==> config.mk <==
export PLATFORM = sky130hd
export DESIGN_NAME = pgc_channel
export DESIGN_NICKNAME = d
export VERILOG_FILES = /design/src/rtl/pgc_pkg.sv /design/src/rtl/pgc_channel.sv
export SDC_FILE = /design/constraint.sdc
export NUM_CORES = 1
export LEC_CHECK = 0
export BUFFER_PORTS_ARGS = -buffer_cell sky130_fd_sc_hd__buf_2
export CAP_MARGIN = 10
export CORE_MARGIN = 2
export CORE_UTILIZATION = 52
export CTS_BUF_LIST = sky130_fd_sc_hd__clkbuf_16
export DETAILED_ROUTE_END_ITERATION = 10
export PLACE_DENSITY_LB_ADDON = 0.12
export REMOVE_ABC_BUFFERS = 1
export SYNTH_ARGS = -nofsm -noshare
export SYNTH_HDL_FRONTEND = slang
export SYNTH_SLANG_ARGS = --single-unit
==> constraint.sdc <==
create_clock -name i_clock -period 7 [get_ports i_clock]
set_clock_uncertainty 0.1 [all_clocks]
set_input_delay 1.4 -clock i_clock [delete_from_list [all_inputs] [get_ports i_clock]]
set_output_delay 1.4 -clock i_clock [all_outputs]
set_load 0.01 [all_outputs]
==> src/rtl/pgc_pkg.sv <==
// Package for the generator channel control block: register map, fields, types
package pgc_pkg;
	// Register word offsets (byte addresses over Avalon-MM, word aligned)
	localparam logic [4:0] OFF_CONTROL = 5'h00;
	localparam logic [4:0] OFF_DUTY = 5'h04;
	localparam logic [4:0] OFF_PHASE = 5'h08;
	localparam logic [4:0] OFF_DEAD = 5'h0c;
	localparam logic [4:0] OFF_ALT_DEAD = 5'h10;
	localparam logic [4:0] OFF_TRIGGER = 5'h14;
	localparam logic [4:0] OFF_PIN_IO = 5'h18;
	localparam logic [4:0] OFF_FAULT_LIMIT = 5'h1c;
	// Reset value of every register
	localparam logic [15:0] REG_RESET = 16'h0000;
	// Control register fields
	localparam int CTL_LIMIT_PEND = 14;
	localparam int CTL_TRIG_PEND = 13;
	localparam int CTL_LIMIT_IEN = 11;
	localparam int CTL_TRIG_IEN = 10;
	localparam int CTL_OWN_PERIOD = 9;
	localparam int CTL_SHARED_DUTY = 8;
	localparam int CTL_DTC_LO = 6;
	localparam int CTL_LIMIT_RESET = 1;
	localparam int CTL_INSTANT = 0;
	// Writable masks per register
	localparam logic [15:0] CTL_WMASK = 16'h0fc3;
	localparam logic [15:0] PHASE_WMASK = 16'hfffc;
	localparam logic [15:0] DEAD_WMASK = 16'h3ffc;
	localparam logic [15:0] TRIG_WMASK = 16'he03f;
	localparam logic [15:0] PIN_WMASK = 16'hfffd;
	localparam logic [15:0] FCL_WMASK = 16'h1fff;
	// Phase bits kept when used as own period
	localparam logic [15:0] PERIOD_MASK = 16'hfff0;
	// Trigger register fields
	localparam int TRG_DIV_LO = 13;
	// Pin register fields
	localparam int PIN_HI_OWN = 15;
	localparam int PIN_LO_OWN = 14;
	localparam int PIN_HI_INV = 13;
	localparam int PIN_LO_INV = 12;
	localparam int PIN_MODE_LO = 10;
	localparam int PIN_HI_OVR = 9;
	localparam int PIN_LO_OVR = 8;
	localparam int PIN_OVR_LO = 6;
	localparam int PIN_FLT_LO = 4;
	localparam int PIN_LIM_LO = 2;
	localparam int PIN_OVERRIDE_SYNC = 0;
	// Fault / limit register fields
	localparam int FCL_LSRC_LO = 9;
	localparam int FCL_LINV = 8;
	localparam int FCL_LEN = 7;
	localparam int FCL_FSRC_LO = 3;
	localparam int FCL_FINV = 2;
	localparam int FCL_FMOD_LO = 0;
	// Fault response codes
	localparam logic [1:0] FMOD_FORCE = 2'h1;
	localparam logic [1:0] FMOD_OFF = 2'h3;

	// Dead-time modes
	typedef enum logic [1:0] {
		DT_POSITIVE = 2'b00,
		DT_NEGATIVE = 2'b01,
		DT_DISABLED = 2'b10,
		DT_RESERVED = 2'b11
	} pgc_dead_mode_t;

	// Pin pair modes
	typedef enum logic [1:0] {
		PM_COMPLEMENT = 2'b00,
		PM_INDEPENDENT = 2'b01,
		PM_PUSH_PULL = 2'b10,
		PM_RESERVED = 2'b11
	} pgc_pair_mode_t;

	// Settings handed to the waveform core
	typedef struct packed {
		logic own_period_select;
		logic [15:0] period;
		logic [15:0] duty;
		pgc_dead_mode_t dead_mode;
		logic [15:0] dead_time;
		logic [15:0] alt_dead_time;
		pgc_pair_mode_t pair_mode;
	} pgc_core_cfg_t;

	// Event inputs from the waveform core and the time base
	typedef struct packed {
		logic cycle_start;
		logic trigger_event;
		logic [5:0] roll_count;
	} pgc_core_evt_t;
endpackage : pgc_pkg

==> src/rtl/pgc_channel.sv <==
// Control logic for one channel of the switching pulse-width generator
// Operation
// - Clearing limit enable drops pending limit flag
// - Trigger enable lets triggers raise interrupt requests
// - Own-period bit selects phase register period
// - Shared-duty bit selects master duty value
// - Dead-time field: positive, negative, disabled, reserved
// - Limit source resets own time base
// - Instant load applies duty now, else cycle
// - Phase bits 15:2; period ignores bits 3:2
// - Dead-time registers hold bits 13:2 only
// - Trigger divider emits every (value+1)th event
// - Postscaler starts after start value matches roll
// - Ownership bits hand pins to generator
// - Polarity bits make pins active low
// - Pair mode: complementary, independent, push-pull
// - Override enables drive override value bits
// - Active fault drives fault pin values
// - Active limit drives limit pin values
// - Override sync applies overrides per cycle
// - Limit source select picks comparator or fault
// - Limit polarity bit inverts selected source
// - Limit enable bit turns function on
// - Fault response forces pins or disables input
// - Fault polarity bit inverts selected source
module pgc_channel
	import pgc_pkg::*;
(
	input wire logic i_clock,
	input wire logic i_rst,
	input wire logic [4:0] avs_address,
	input wire logic avs_read,
	input wire logic avs_write,
	input wire logic [31:0] avs_writedata,
	input wire logic [3:0] avs_byteenable,
	output logic [31:0] avs_readdata,
	output logic avs_waitrequest,
	input wire logic [15:0] i_master_duty,
	input wire logic [15:0] i_primary_period,
	input wire pgc_core_evt_t i_evt,
	input wire logic i_gen_high,
	input wire logic i_gen_low,
	input wire logic i_gpio_high,
	input wire logic i_gpio_low,
	input wire logic [3:0] i_comparator,
	input wire logic [3:0] i_shared_fault,
	input wire logic [3:0] i_indep_fault,
	output pgc_core_cfg_t o_core_cfg,
	output logic o_timebase_reset,
	output logic o_trigger_out,
	output logic o_limit_irq,
	output logic o_trigger_irq,
	output logic o_high_side_output,
	output logic o_low_side_output,
	output logic o_high_pin_owner,
	output logic o_low_pin_owner
);
	logic [15:0] control_ff, duty_ff, active_duty_ff, phase_ff, dead_ff, alt_dead_ff;
	logic [15:0] trigger_ff, pin_ff, fcl_ff;
	logic [1:0] active_ovr_ff;
	logic [2:0] post_count_ff;
	logic post_run_ff, trig_out_ff, ack_ff;
	logic [31:0] readdata_ff;
	logic high_ff, low_ff;

	// Bus decode: one wait cycle, then the acknowledge cycle
	wire access = (avs_read | avs_write) & ~ack_ff;
	wire wr_stb = avs_write & ack_ff;
	wire wr_ctl = wr_stb & (avs_address == OFF_CONTROL);
	wire wr_duty = wr_stb & (avs_address == OFF_DUTY);
	wire wr_phase = wr_stb & (avs_address == OFF_PHASE);
	wire wr_dead = wr_stb & (avs_address == OFF_DEAD);
	wire wr_alt = wr_stb & (avs_address == OFF_ALT_DEAD);
	wire wr_trig = wr_stb & (avs_address == OFF_TRIGGER);
	wire wr_pin = wr_stb & (avs_address == OFF_PIN_IO);
	wire wr_fcl = wr_stb & (avs_address == OFF_FAULT_LIMIT);
	wire [15:0] bemask = {{8{avs_byteenable[1]}}, {8{avs_byteenable[0]}}};
	wire [15:0] wdata = avs_writedata[15:0];
	assign avs_waitrequest = (avs_read | avs_write) & ~ack_ff;
	assign avs_readdata = readdata_ff;

	// Masked merge of a write into a register image
	function automatic logic [15:0] merge(input logic [15:0] old, input logic [15:0] wmask,
		input logic [15:0] be, input logic [15:0] d);
		merge = (old & ~(wmask & be)) | (d & wmask & be);
	endfunction : merge

	// Current-limit source select and polarity
	logic limit_src;
	wire [3:0] lsrc = fcl_ff[FCL_LSRC_LO +: 4];
	always_comb begin
		unique case (lsrc)
			4'h0, 4'h1, 4'h2, 4'h3: limit_src = i_comparator[lsrc[1:0]];
			4'h8, 4'h9, 4'ha, 4'hb: limit_src = i_shared_fault[lsrc[1:0]];
			4'hd: limit_src = i_indep_fault[1];
			4'hf: limit_src = i_indep_fault[3];
			default: limit_src = 1'b0;
		endcase
	end
	wire limit_active = (limit_src ^ fcl_ff[FCL_LINV]) & fcl_ff[FCL_LEN];

	// Fault source select, same code map as the limit source
	logic fault_src;
	wire [3:0] fsrc = fcl_ff[FCL_FSRC_LO +: 4];
	always_comb begin
		unique case (fsrc)
			4'h0, 4'h1, 4'h2, 4'h3: fault_src = i_comparator[fsrc[1:0]];
			4'h8, 4'h9, 4'ha, 4'hb: fault_src = i_shared_fault[fsrc[1:0]];
			4'hd: fault_src = i_indep_fault[1];
			4'hf: fault_src = i_indep_fault[3];
			default: fault_src = 1'b0;
		endcase
	end
	wire [1:0] fmod = fcl_ff[FCL_FMOD_LO +: 2];
	wire fault_active = (fault_src ^ fcl_ff[FCL_FINV]) & (fmod == FMOD_FORCE);

	// Core settings
	wire [15:0] phase_period = phase_ff & PERIOD_MASK;
	wire [15:0] period_sel = control_ff[CTL_OWN_PERIOD] ? phase_period
		: i_primary_period;
	wire [15:0] duty_sel = control_ff[CTL_SHARED_DUTY] ? i_master_duty
		: active_duty_ff;
	// One driver for the whole settings word
	assign o_core_cfg = '{
		own_period_select: control_ff[CTL_OWN_PERIOD],
		period: period_sel,
		duty: duty_sel,
		dead_mode: pgc_dead_mode_t'(control_ff[CTL_DTC_LO +: 2]),
		dead_time: dead_ff,
		alt_dead_time: alt_dead_ff,
		pair_mode: pgc_pair_mode_t'(pin_ff[PIN_MODE_LO +: 2])
	};
	assign o_timebase_reset = control_ff[CTL_LIMIT_RESET] & control_ff[CTL_OWN_PERIOD]
		& limit_active;

	// Shared duty reaches the core unchanged
	a_shared_duty: assert property (@(posedge i_clock) disable iff (i_rst)
		control_ff[CTL_SHARED_DUTY] |-> o_core_cfg.duty == i_master_duty)
		else $error("shared duty not selected");

	// Primary period used without own period
	a_primary_period: assert property (@(posedge i_clock) disable iff (i_rst)
		!control_ff[CTL_OWN_PERIOD] |-> o_core_cfg.period == i_primary_period)
		else $error("primary period not selected");

	// Phase image keeps its two low bits clear
	a_phase_low: assert property (@(posedge i_clock) disable iff (i_rst)
		(phase_ff & ~PHASE_WMASK) == 16'h0000)
		else $error("phase low bits set");

	// Interrupt requests follow the pending flags
	assign o_limit_irq = control_ff[CTL_LIMIT_PEND];
	assign o_trigger_irq = control_ff[CTL_TRIG_PEND];
	assign o_trigger_out = trig_out_ff;

	// Enabled limit event raises the request next cycle
	a_limit_pend: assert property (@(posedge i_clock) disable iff (i_rst)
		limit_active && control_ff[CTL_LIMIT_IEN] && !wr_ctl |=> o_limit_irq)
		else $error("limit event did not set pending");

	// Disabled trigger interrupt shows no request
	a_trig_clear: assert property (@(posedge i_clock) disable iff (i_rst)
		!control_ff[CTL_TRIG_IEN] |-> !o_trigger_irq)
		else $error("trigger request while disabled");

	// Pin data: fault over limit over override over generator, then polarity
	wire [1:0] ovr_next = pin_ff[PIN_OVR_LO +: 2];
	wire ovr_load = ~pin_ff[PIN_OVERRIDE_SYNC] | i_evt.cycle_start;
	wire hi_data = fault_active ? pin_ff[PIN_FLT_LO + 1]
		: limit_active ? pin_ff[PIN_LIM_LO + 1]
		: pin_ff[PIN_HI_OVR] ? active_ovr_ff[1] : i_gen_high;
	wire lo_data = fault_active ? pin_ff[PIN_FLT_LO]
		: limit_active ? pin_ff[PIN_LIM_LO]
		: pin_ff[PIN_LO_OVR] ? active_ovr_ff[0] : i_gen_low;
	wire hi_pin = pin_ff[PIN_HI_OWN] ? (hi_data ^ pin_ff[PIN_HI_INV]) : i_gpio_high;
	wire lo_pin = pin_ff[PIN_LO_OWN] ? (lo_data ^ pin_ff[PIN_LO_INV]) : i_gpio_low;
	assign o_high_side_output = high_ff;
	assign o_low_side_output = low_ff;
	assign o_high_pin_owner = pin_ff[PIN_HI_OWN];
	assign o_low_pin_owner = pin_ff[PIN_LO_OWN];

	// Unowned high pin follows the port data
	a_high_gpio: assert property (@(posedge i_clock) disable iff (i_rst)
		!pin_ff[PIN_HI_OWN] |=> high_ff == $past(i_gpio_high))
		else $error("high pin not port data");

	// Unowned low pin follows the port data
	a_low_gpio: assert property (@(posedge i_clock) disable iff (i_rst)
		!pin_ff[PIN_LO_OWN] |=> low_ff == $past(i_gpio_low))
		else $error("low pin not port data");

	// Override value drives the high pin
	a_high_override: assert property (@(posedge i_clock) disable iff (i_rst)
		pin_ff[PIN_HI_OWN] && pin_ff[PIN_HI_OVR] && !fault_active && !limit_active |=>
		high_ff == $past(active_ovr_ff[1] ^ pin_ff[PIN_HI_INV]))
		else $error("override not on high pin");

	// Generator drives the high pin when nothing overrides
	a_high_gen: assert property (@(posedge i_clock) disable iff (i_rst)
		pin_ff[PIN_HI_OWN] && !pin_ff[PIN_HI_OVR] && !fault_active && !limit_active |=>
		high_ff == $past(i_gen_high ^ pin_ff[PIN_HI_INV]))
		else $error("generator not on high pin");

	// Limit value drives the high pin
	a_high_limit: assert property (@(posedge i_clock) disable iff (i_rst)
		pin_ff[PIN_HI_OWN] && limit_active && !fault_active |=>
		high_ff == $past(pin_ff[PIN_LIM_LO + 1] ^ pin_ff[PIN_HI_INV]))
		else $error("limit data not on high pin");

	// Limit value drives the low pin
	a_low_limit: assert property (@(posedge i_clock) disable iff (i_rst)
		pin_ff[PIN_LO_OWN] && limit_active && !fault_active |=>
		low_ff == $past(pin_ff[PIN_LIM_LO] ^ pin_ff[PIN_LO_INV]))
		else $error("limit data not on low pin");

	// Fault value drives the low pin
	a_low_fault: assert property (@(posedge i_clock) disable iff (i_rst)
		pin_ff[PIN_LO_OWN] && fault_active |=>
		low_ff == $past(pin_ff[PIN_FLT_LO] ^ pin_ff[PIN_LO_INV]))
		else $error("fault data not on low pin");

	// Trigger postscaler
	wire [2:0] trig_div = trigger_ff[TRG_DIV_LO +: 3];
	wire start_match = i_evt.roll_count == trigger_ff[5:0];
	wire post_run = post_run_ff | start_match;
	wire trig_hit = i_evt.trigger_event & post_run & (post_count_ff == trig_div);

	// Control register next value: a cleared enable blocks the hardware set
	logic [15:0] nxt_control;
	always_comb begin
		nxt_control = control_ff;
		if (wr_ctl)
			nxt_control = merge(control_ff, CTL_WMASK, bemask, wdata);
		if (!nxt_control[CTL_LIMIT_IEN])
			nxt_control[CTL_LIMIT_PEND] = 1'b0;
		if (!nxt_control[CTL_TRIG_IEN])
			nxt_control[CTL_TRIG_PEND] = 1'b0;
		if (limit_active && nxt_control[CTL_LIMIT_IEN])
			nxt_control[CTL_LIMIT_PEND] = 1'b1;
		if (trig_hit && nxt_control[CTL_TRIG_IEN])
			nxt_control[CTL_TRIG_PEND] = 1'b1;
	end

	// Read data mux
	logic [15:0] nxt_rd;
	always_comb begin
		unique case (avs_address)
			OFF_CONTROL: nxt_rd = control_ff;
			OFF_DUTY: nxt_rd = duty_ff;
			OFF_PHASE: nxt_rd = phase_ff;
			OFF_DEAD: nxt_rd = dead_ff;
			OFF_ALT_DEAD: nxt_rd = alt_dead_ff;
			OFF_TRIGGER: nxt_rd = trigger_ff;
			OFF_PIN_IO: nxt_rd = pin_ff;
			OFF_FAULT_LIMIT: nxt_rd = fcl_ff;
			default: nxt_rd = 16'h0000;
		endcase
	end

	// Bus handshake and read data
	always_ff @(posedge i_clock or posedge i_rst) begin
		if (i_rst) begin
			ack_ff <= 1'b0;
			readdata_ff <= 32'h0000_0000;
		end else begin
			ack_ff <= access;
			readdata_ff <= access ? {16'h0000, nxt_rd} : readdata_ff;
		end
	end

	// Register file
	always_ff @(posedge i_clock or posedge i_rst) begin
		if (i_rst) begin
			control_ff <= REG_RESET;
			duty_ff <= REG_RESET;
			phase_ff <= REG_RESET;
			dead_ff <= REG_RESET;
			alt_dead_ff <= REG_RESET;
			trigger_ff <= REG_RESET;
			pin_ff <= REG_RESET;
			fcl_ff <= REG_RESET;
		end else begin
			control_ff <= nxt_control;
			if (wr_duty) duty_ff <= merge(duty_ff, 16'hffff, bemask, wdata);
			if (wr_phase) phase_ff <= merge(phase_ff, PHASE_WMASK, bemask, wdata);
			if (wr_dead) dead_ff <= merge(dead_ff, DEAD_WMASK, bemask, wdata);
			if (wr_alt) alt_dead_ff <= merge(alt_dead_ff, DEAD_WMASK, bemask, wdata);
			if (wr_trig) trigger_ff <= merge(trigger_ff, TRIG_WMASK, bemask, wdata);
			if (wr_pin) pin_ff <= merge(pin_ff, PIN_WMASK, bemask, wdata);
			if (wr_fcl) fcl_ff <= merge(fcl_ff, FCL_WMASK, bemask, wdata);
		end
	end

	// Active duty and override images
	always_ff @(posedge i_clock or posedge i_rst) begin
		if (i_rst) begin
			active_duty_ff <= REG_RESET;
			active_ovr_ff <= 2'h0;
		end else begin
			if (control_ff[CTL_INSTANT] || i_evt.cycle_start)
				active_duty_ff <= duty_ff;
			if (ovr_load)
				active_ovr_ff <= ovr_next;
		end
	end

	// Instant load copies the duty register every cycle
	a_duty_instant: assert property (@(posedge i_clock) disable iff (i_rst)
		control_ff[CTL_INSTANT] |=> active_duty_ff == $past(duty_ff))
		else $error("instant duty not applied");

	// Synchronized override waits for a cycle start
	a_ovr_hold: assert property (@(posedge i_clock) disable iff (i_rst)
		pin_ff[PIN_OVERRIDE_SYNC] && !i_evt.cycle_start |=> $stable(active_ovr_ff))
		else $error("override changed outside cycle");

	// Trigger postscaler counter and output pulse
	always_ff @(posedge i_clock or posedge i_rst) begin
		if (i_rst) begin
			post_count_ff <= 3'h0;
			post_run_ff <= 1'b0;
			trig_out_ff <= 1'b0;
		end else begin
			post_run_ff <= post_run;
			trig_out_ff <= trig_hit;
			if (i_evt.trigger_event && post_run)
				post_count_ff <= trig_hit ? 3'h0 : post_count_ff + 3'h1;
		end
	end

	// Each output pulse restarts the event count
	a_trig_div: assert property (@(posedge i_clock) disable iff (i_rst)
		o_trigger_out |-> post_count_ff == 3'h0)
		else $error("divider not restarted");

	// Registered pin drive
	always_ff @(posedge i_clock or posedge i_rst) begin
		if (i_rst) begin
			high_ff <= 1'b0;
			low_ff <= 1'b0;
		end else begin
			high_ff <= hi_pin;
			low_ff <= lo_pin;
		end
	end

	// Clearing the limit enable leaves no pending flag
	a_limit_clear: assert property (@(posedge i_clock) disable iff (i_rst)
		!control_ff[CTL_LIMIT_IEN] |-> !control_ff[CTL_LIMIT_PEND])
		else $error("limit pending set while disabled");
	// Trigger pending follows an enabled hit
	a_trig_pend: assert property (@(posedge i_clock) disable iff (i_rst)
		trig_hit && control_ff[CTL_TRIG_IEN] && !wr_ctl |=> o_trigger_irq)
		else $error("trigger hit did not set pending");
	// Period comes from the chosen source
	a_period_src: assert property (@(posedge i_clock) disable iff (i_rst)
		control_ff[CTL_OWN_PERIOD] |-> o_core_cfg.period == (phase_ff & PERIOD_MASK))
		else $error("period source wrong");
	// Duty holds while synchronized and no cycle start
	a_duty_hold: assert property (@(posedge i_clock) disable iff (i_rst)
		!control_ff[CTL_INSTANT] && !i_evt.cycle_start |=> $stable(active_duty_ff))
		else $error("duty changed outside cycle");
	// Time base reset needs own period
	a_tb_reset: assert property (@(posedge i_clock) disable iff (i_rst)
		o_timebase_reset |-> control_ff[CTL_OWN_PERIOD] && control_ff[CTL_LIMIT_RESET])
		else $error("time base reset without own period");
	// Dead-time images keep unimplemented bits clear
	a_dead_bits: assert property (@(posedge i_clock) disable iff (i_rst)
		(dead_ff & ~DEAD_WMASK) == 16'h0000 && (alt_dead_ff & ~DEAD_WMASK) == 16'h0000)
		else $error("dead-time reserved bits set");
	// Fault value reaches an owned high pin a cycle later
	a_fault_pin: assert property (@(posedge i_clock) disable iff (i_rst)
		fault_active && pin_ff[PIN_HI_OWN] |=>
		high_ff == ($past(pin_ff[PIN_FLT_LO + 1]) ^ $past(pin_ff[PIN_HI_INV])))
		else $error("fault data not on high pin");
	// Trigger output only after postscaler started
	a_trig_start: assert property (@(posedge i_clock) disable iff (i_rst)
		o_trigger_out |-> $past(post_run))
		else $error("trigger before start match");
endmodule : pgc_channel

-- Word-level counts from Yosys, hierarchy flattened
Cells that the tools add are included.
- logic and storage cells: 146
- input bits: 101
- bits in registers: 170
- $lt $le $gt $ge: 2
- reduce and logical (&&, ||, !) cells: 11
- eq/ne operators: 30
- $add $sub $neg: 1
- bitwise logic cells: 55
- muxes and demuxes: 27
- operators with widths (kind ; number):
    16-bit bitwise AND ; 12
    16-bit OR ; 8
    16-bit case mux with 8 select lines ; 1
    16-bit inverter ; 4
    4-bit equality test (second input constant) ; 12
    16-bit two-way mux ; 2
    5-bit equality test (second input constant) ; 4
    1-bit bitwise AND ; 16
    12-bit by 16-bit bitwise AND with 16-bit output ; 1
    13-bit by 16-bit bitwise AND with 16-bit output ; 1
    14-bit by 16-bit bitwise AND with 16-bit output ; 1
    4-bit by 2-bit equality test with 1-bit output (second input constant) ; 4
    1-bit two-way mux ; 16
    12-bit inverter with 16-bit output ; 1
    13-bit inverter with 16-bit output ; 1
    14-bit inverter with 16-bit output ; 1
    4-bit OR reduction ; 4
    15-bit two-way mux ; 1
    5-bit by 4-bit equality test with 1-bit output (second input constant) ; 2
    1-bit binary-select mux with 2-bit select ; 4
    4-bit by 1-bit equality test with 1-bit output (second input constant) ; 2
    4-bit logical NOT ; 2
    1-bit case mux with 4 select lines ; 2
    6-bit equality test ; 1
    13 further kinds ; 23

-- Logic depth before layout (Yosys ltp)
- depth in word-level cells: 9
- gate-level depth with buffers: 8
- depth with buffers taken out: 6

-- Least setup slack after synthesis
Ideal clock, no wire load.
- path type: input -> output
- from: input i_comparator[1]
- to: output o_timebase_reset
- arrival time: 2.577 ns
- buffers on the path: 0
- slack: 2.923 ns
- data required time: 5.500 ns
- stages on the path: 5
- cell sequence: mux4_1 > nor2_1 > o31a_1 > o21a_1 > and3_1
- cells in the longest elaborated chain, start to end: 6
- RTL lines (element ; line ; source):
    start: declaration ; pgc_channel.sv:45 ; input wire logic [3:0] i_comparator,
    1-bit binary-select mux with 2-bit select ; pgc_channel.sv:93 ; 4'h0, 4'h1, 4'h2, 4'h3: limit_src = i_comparator[lsrc[1:0]];
    1-bit two-way mux (not written as such) ; pgc_channel.sv:93 ;
    1-bit case mux with 4 select lines ; pgc_channel.sv:92 ; unique case (lsrc)
    1-bit bitwise XOR ; pgc_channel.sv:100 ; wire limit_active = (limit_src ^ fcl_ff[FCL_LINV]) & fcl_ff[FCL_LEN];
    1-bit bitwise AND ; pgc_channel.sv:100 ;
    1-bit bitwise AND ; pgc_channel.sv:134 ; & limit_active;
    end: declaration ; pgc_channel.sv:49 ; output logic o_timebase_reset,
No other way between the ends. The select of a mux whose other input is x is not followed.

-- Worst setup path in the final report
Ends and elaborated chain as after synthesis.

==> flow_summary.ini <==
[clock_tree]
cts.repair.resized = 0
cts_buffers = 17
clkLatencyLatePin_ns = 0.43
clock_sinks = 143
cts_buffer_depth = 2
cts_hold_buf = 0
ctsRootBufferMaster = clkbuf_16
path_clk_slew_ns = 0.06
cts_setup_buffers = 0
htree_levels = 4
cts_tree = done

[critical_path]
worst_path_max_delay_cell = nor4_1
crit_type = primary input to primary output
cp.arrival_ns = 3.16
setup.reg_to_reg.worst_slack_ns = 4.54
setup.worst_path.start_class = primary input
crit_fanout = 6
r2r_cells = 6
reg2reg_to = o_low_side_output
worstPathRequired_ns = 5.50
crit_path_max_incr_delay_ns = 0.68
crit_top_cell = buf_2
critPathCaptureType = primary output
path_cells = buf_2, mux4_1, nor2_1, nor4_1, o21a_1, and3_1, buf_2
crit_start = i_comparator[1]

[route]
drt_wl_total_um = 20000
routed-wl-met3_um = 1560
wire_per_inst_um = 21.4
wl_met1_um = 8540
wl_met2_um = 9370
drc = 0
drt_iter0_drc = 427
vias = 5536
top_layer = met4
dr.pass1.iters = 7
ant_nets = 0
drt-vias-per-instance = 5.94

[global_route]
overflow = 0
grt_max_degree = 79
grt_first_pass_wirelength_um = 30400
grt_use_total_pct = 28.2
first_global_vias = 5423
antenna_found_initial = 0

[timing]
tightest_slew_ns = 1.11
drv_slew = 0
min_period_over_period_pct = 66.6
final-hold-violation-count = 0
setup-tns-final_ns = 0
slew-limit-headroom_pct = 26.0
max_clock_freq_mhz = 214
period_minus_slack_ns = 4.66
fin_ws_ns = 2.34
setup_viol = 0
rsz0062_at_grt = no

[place]
portBuffers = 166
gp_congestion = 0.890
place_ws_ns = 2.43
dpl.hpwl_um = 14100
placed_cells = 900

[die]
dieHeight_um = 121
start_util_pct = 53.5
coreArea_mm2 = 0.0133
num_io_pins = 211
dieArea_mm2 = 0.0147
die_w_um = 121
rows = 42

[final_layout]
stdcell_count = 932
antenna_cells = 0
finish.net_count = 845
drive_gt1_share_pct = 47.2
area_delta_synth_final_pct = 19.7

[yosys]
synth_seq_area_share_pct = 50.1
avgSynthCellArea_um2 = 12.4
synth_seq_cells = 143
muxShareOfSynthArea_pct = 26.1
synthAdderAreaFrac_pct = 0.175
async_flop_share_pct = 100
synth_compound_area_share_pct = 9.94
synth_warnings = 0
synth-xor-area-share_pct = 1.10
synth_cells = 577
synthesis.area_mm2 = 0.00714
synth_top_family_by_area = multiplexers
synthFlopType = dfrtp_1
synthDistinctLibCells = 55
synth_edf_count = 0
yosys.area_share.simple_pct = 8.08

[flow_run]
max_cap_viol_count = 0

[power]
p_per_area_mw_per_mm2 = 247
p_leak_nw = 4.33
max-vdd-ir-drop_uv = 134
finalPower_mw = 2.11

[min_path]
hold_path_class = flip-flop to flip-flop
hp-start = avs_readdata[9]
hold_path_end = avs_readdata[9]
whs_path_depth = 1

[status]
status = complete, no violations
-- worst max path at each step --
stage / endpoint
detailed placement: o_timebase_reset
finish: o_timebase_reset
global route: o_timebase_reset
global placement: o_timebase_reset
floorplan: asynchronous set/reset pin
CTS: o_timebase_reset
-- Yosys cell counts, types with 8 or more instances --
| library cell | n | area [µm²] |
|---|---|---|
| buf_4 | 29 | 218 |
| nor2_1 | 23 | 86.3 |
| nand3_1 | 11 | 55.1 |
| a222oi_1 | 9 | 90.1 |
| o21ai_0 | 21 | 105 |
| mux2_2 | 147 | 1660 |
| a21oi_1 | 10 | 50.1 |
| nand2_1 | 33 | 124 |
| dfrtp_1 | 143 | 3580 |
| clkbuf_1 | 11 | 41.3 |
| mux2i_1 | 13 | 130 |
| a22oi_1 | 15 | 113 |
| a22o_1 | 8 | 70.1 |
-- logic make-up after synthesis --
group                      count (synthesis)
muxes                                    163
DFF                                      143
and+or+nand+nor                          111
AOI/OAI and AO/OA                         96
buffers and inverters                     53
xor gates and xnor gates                   9
adders and majority gates                  1
other                                      1
-- power by group --
part / switching (mW) / leakage, nW / internal (mW)
Sequential: 0.0699 / 1.93 / 0.901
Clock: 0.331 / 0.258 / 0.471
Combinational: 0.177 / 2.14 / 0.158
-- per-stage QoR --
stage | hold WS [ns] | instance area [µm²] | util [%]
2_1_floorplan | 0.357 | 6930 | -
3_3_place_gp | 0.356 | 8030 | 60.1
3_5_place_dp | 0.366 | 8030 | 60.1
4_1_cts | 0.378 | 8540 | 64.0
5_1_grt | 0.404 | 8540 | 64.0
6_report | 0.374 | 8540 | 64.0
-- final cells by class --
class / instances / area (µm²)
clock buffers: 17 / 425
clock inverters: 15 / 87.6
fillers: 1098 / 4810
inverters: 6 / 27.5
multi-input cells: 404 / 3330
flip-flops and latches: 143 / 3580
well taps: 176 / 220
repair buffers: 171 / 868
-- critical path, delay by kind of cell --
kind	cells	cell delay, ns
AND/OR/NAND/NOR	3	0.94
AO/OA/AOI/OAI	1	0.34
multiplexers	1	0.25
buffers and inverters	2	0.22
-- per-layer routing --
layer | global-route usage (%) | vias to the layer above
li1 | - | 2421
met1 | 38.1 | 2780
met2 | 44.3 | 284
met3 | 6.02 | 51
met4 | 12.0 | 0
met5 | 0 | -
-- layout by cell type, fill, tap and decap left out, types with 5 or more instances in the layout --
cell type,n
clkbuf_16,17
nor2_1,23
mux2_2,147
nand2b_1,7
inv_1,8
dfrtp_1,143
a22o_1,8
o21ai_0,21
nand3_1,11
a22oi_1,15
buf_4,5
o21a_1,6
a21o_1,7
mux2i_1,13
clkinv_1,9
a21oi_1,10
buf_2,166
conb_1,24
nand2_1,33
nor3_1,5
xnor2_1,5
nor2b_1,7
a222oi_1,9
(Power assumes the default switching activity.)
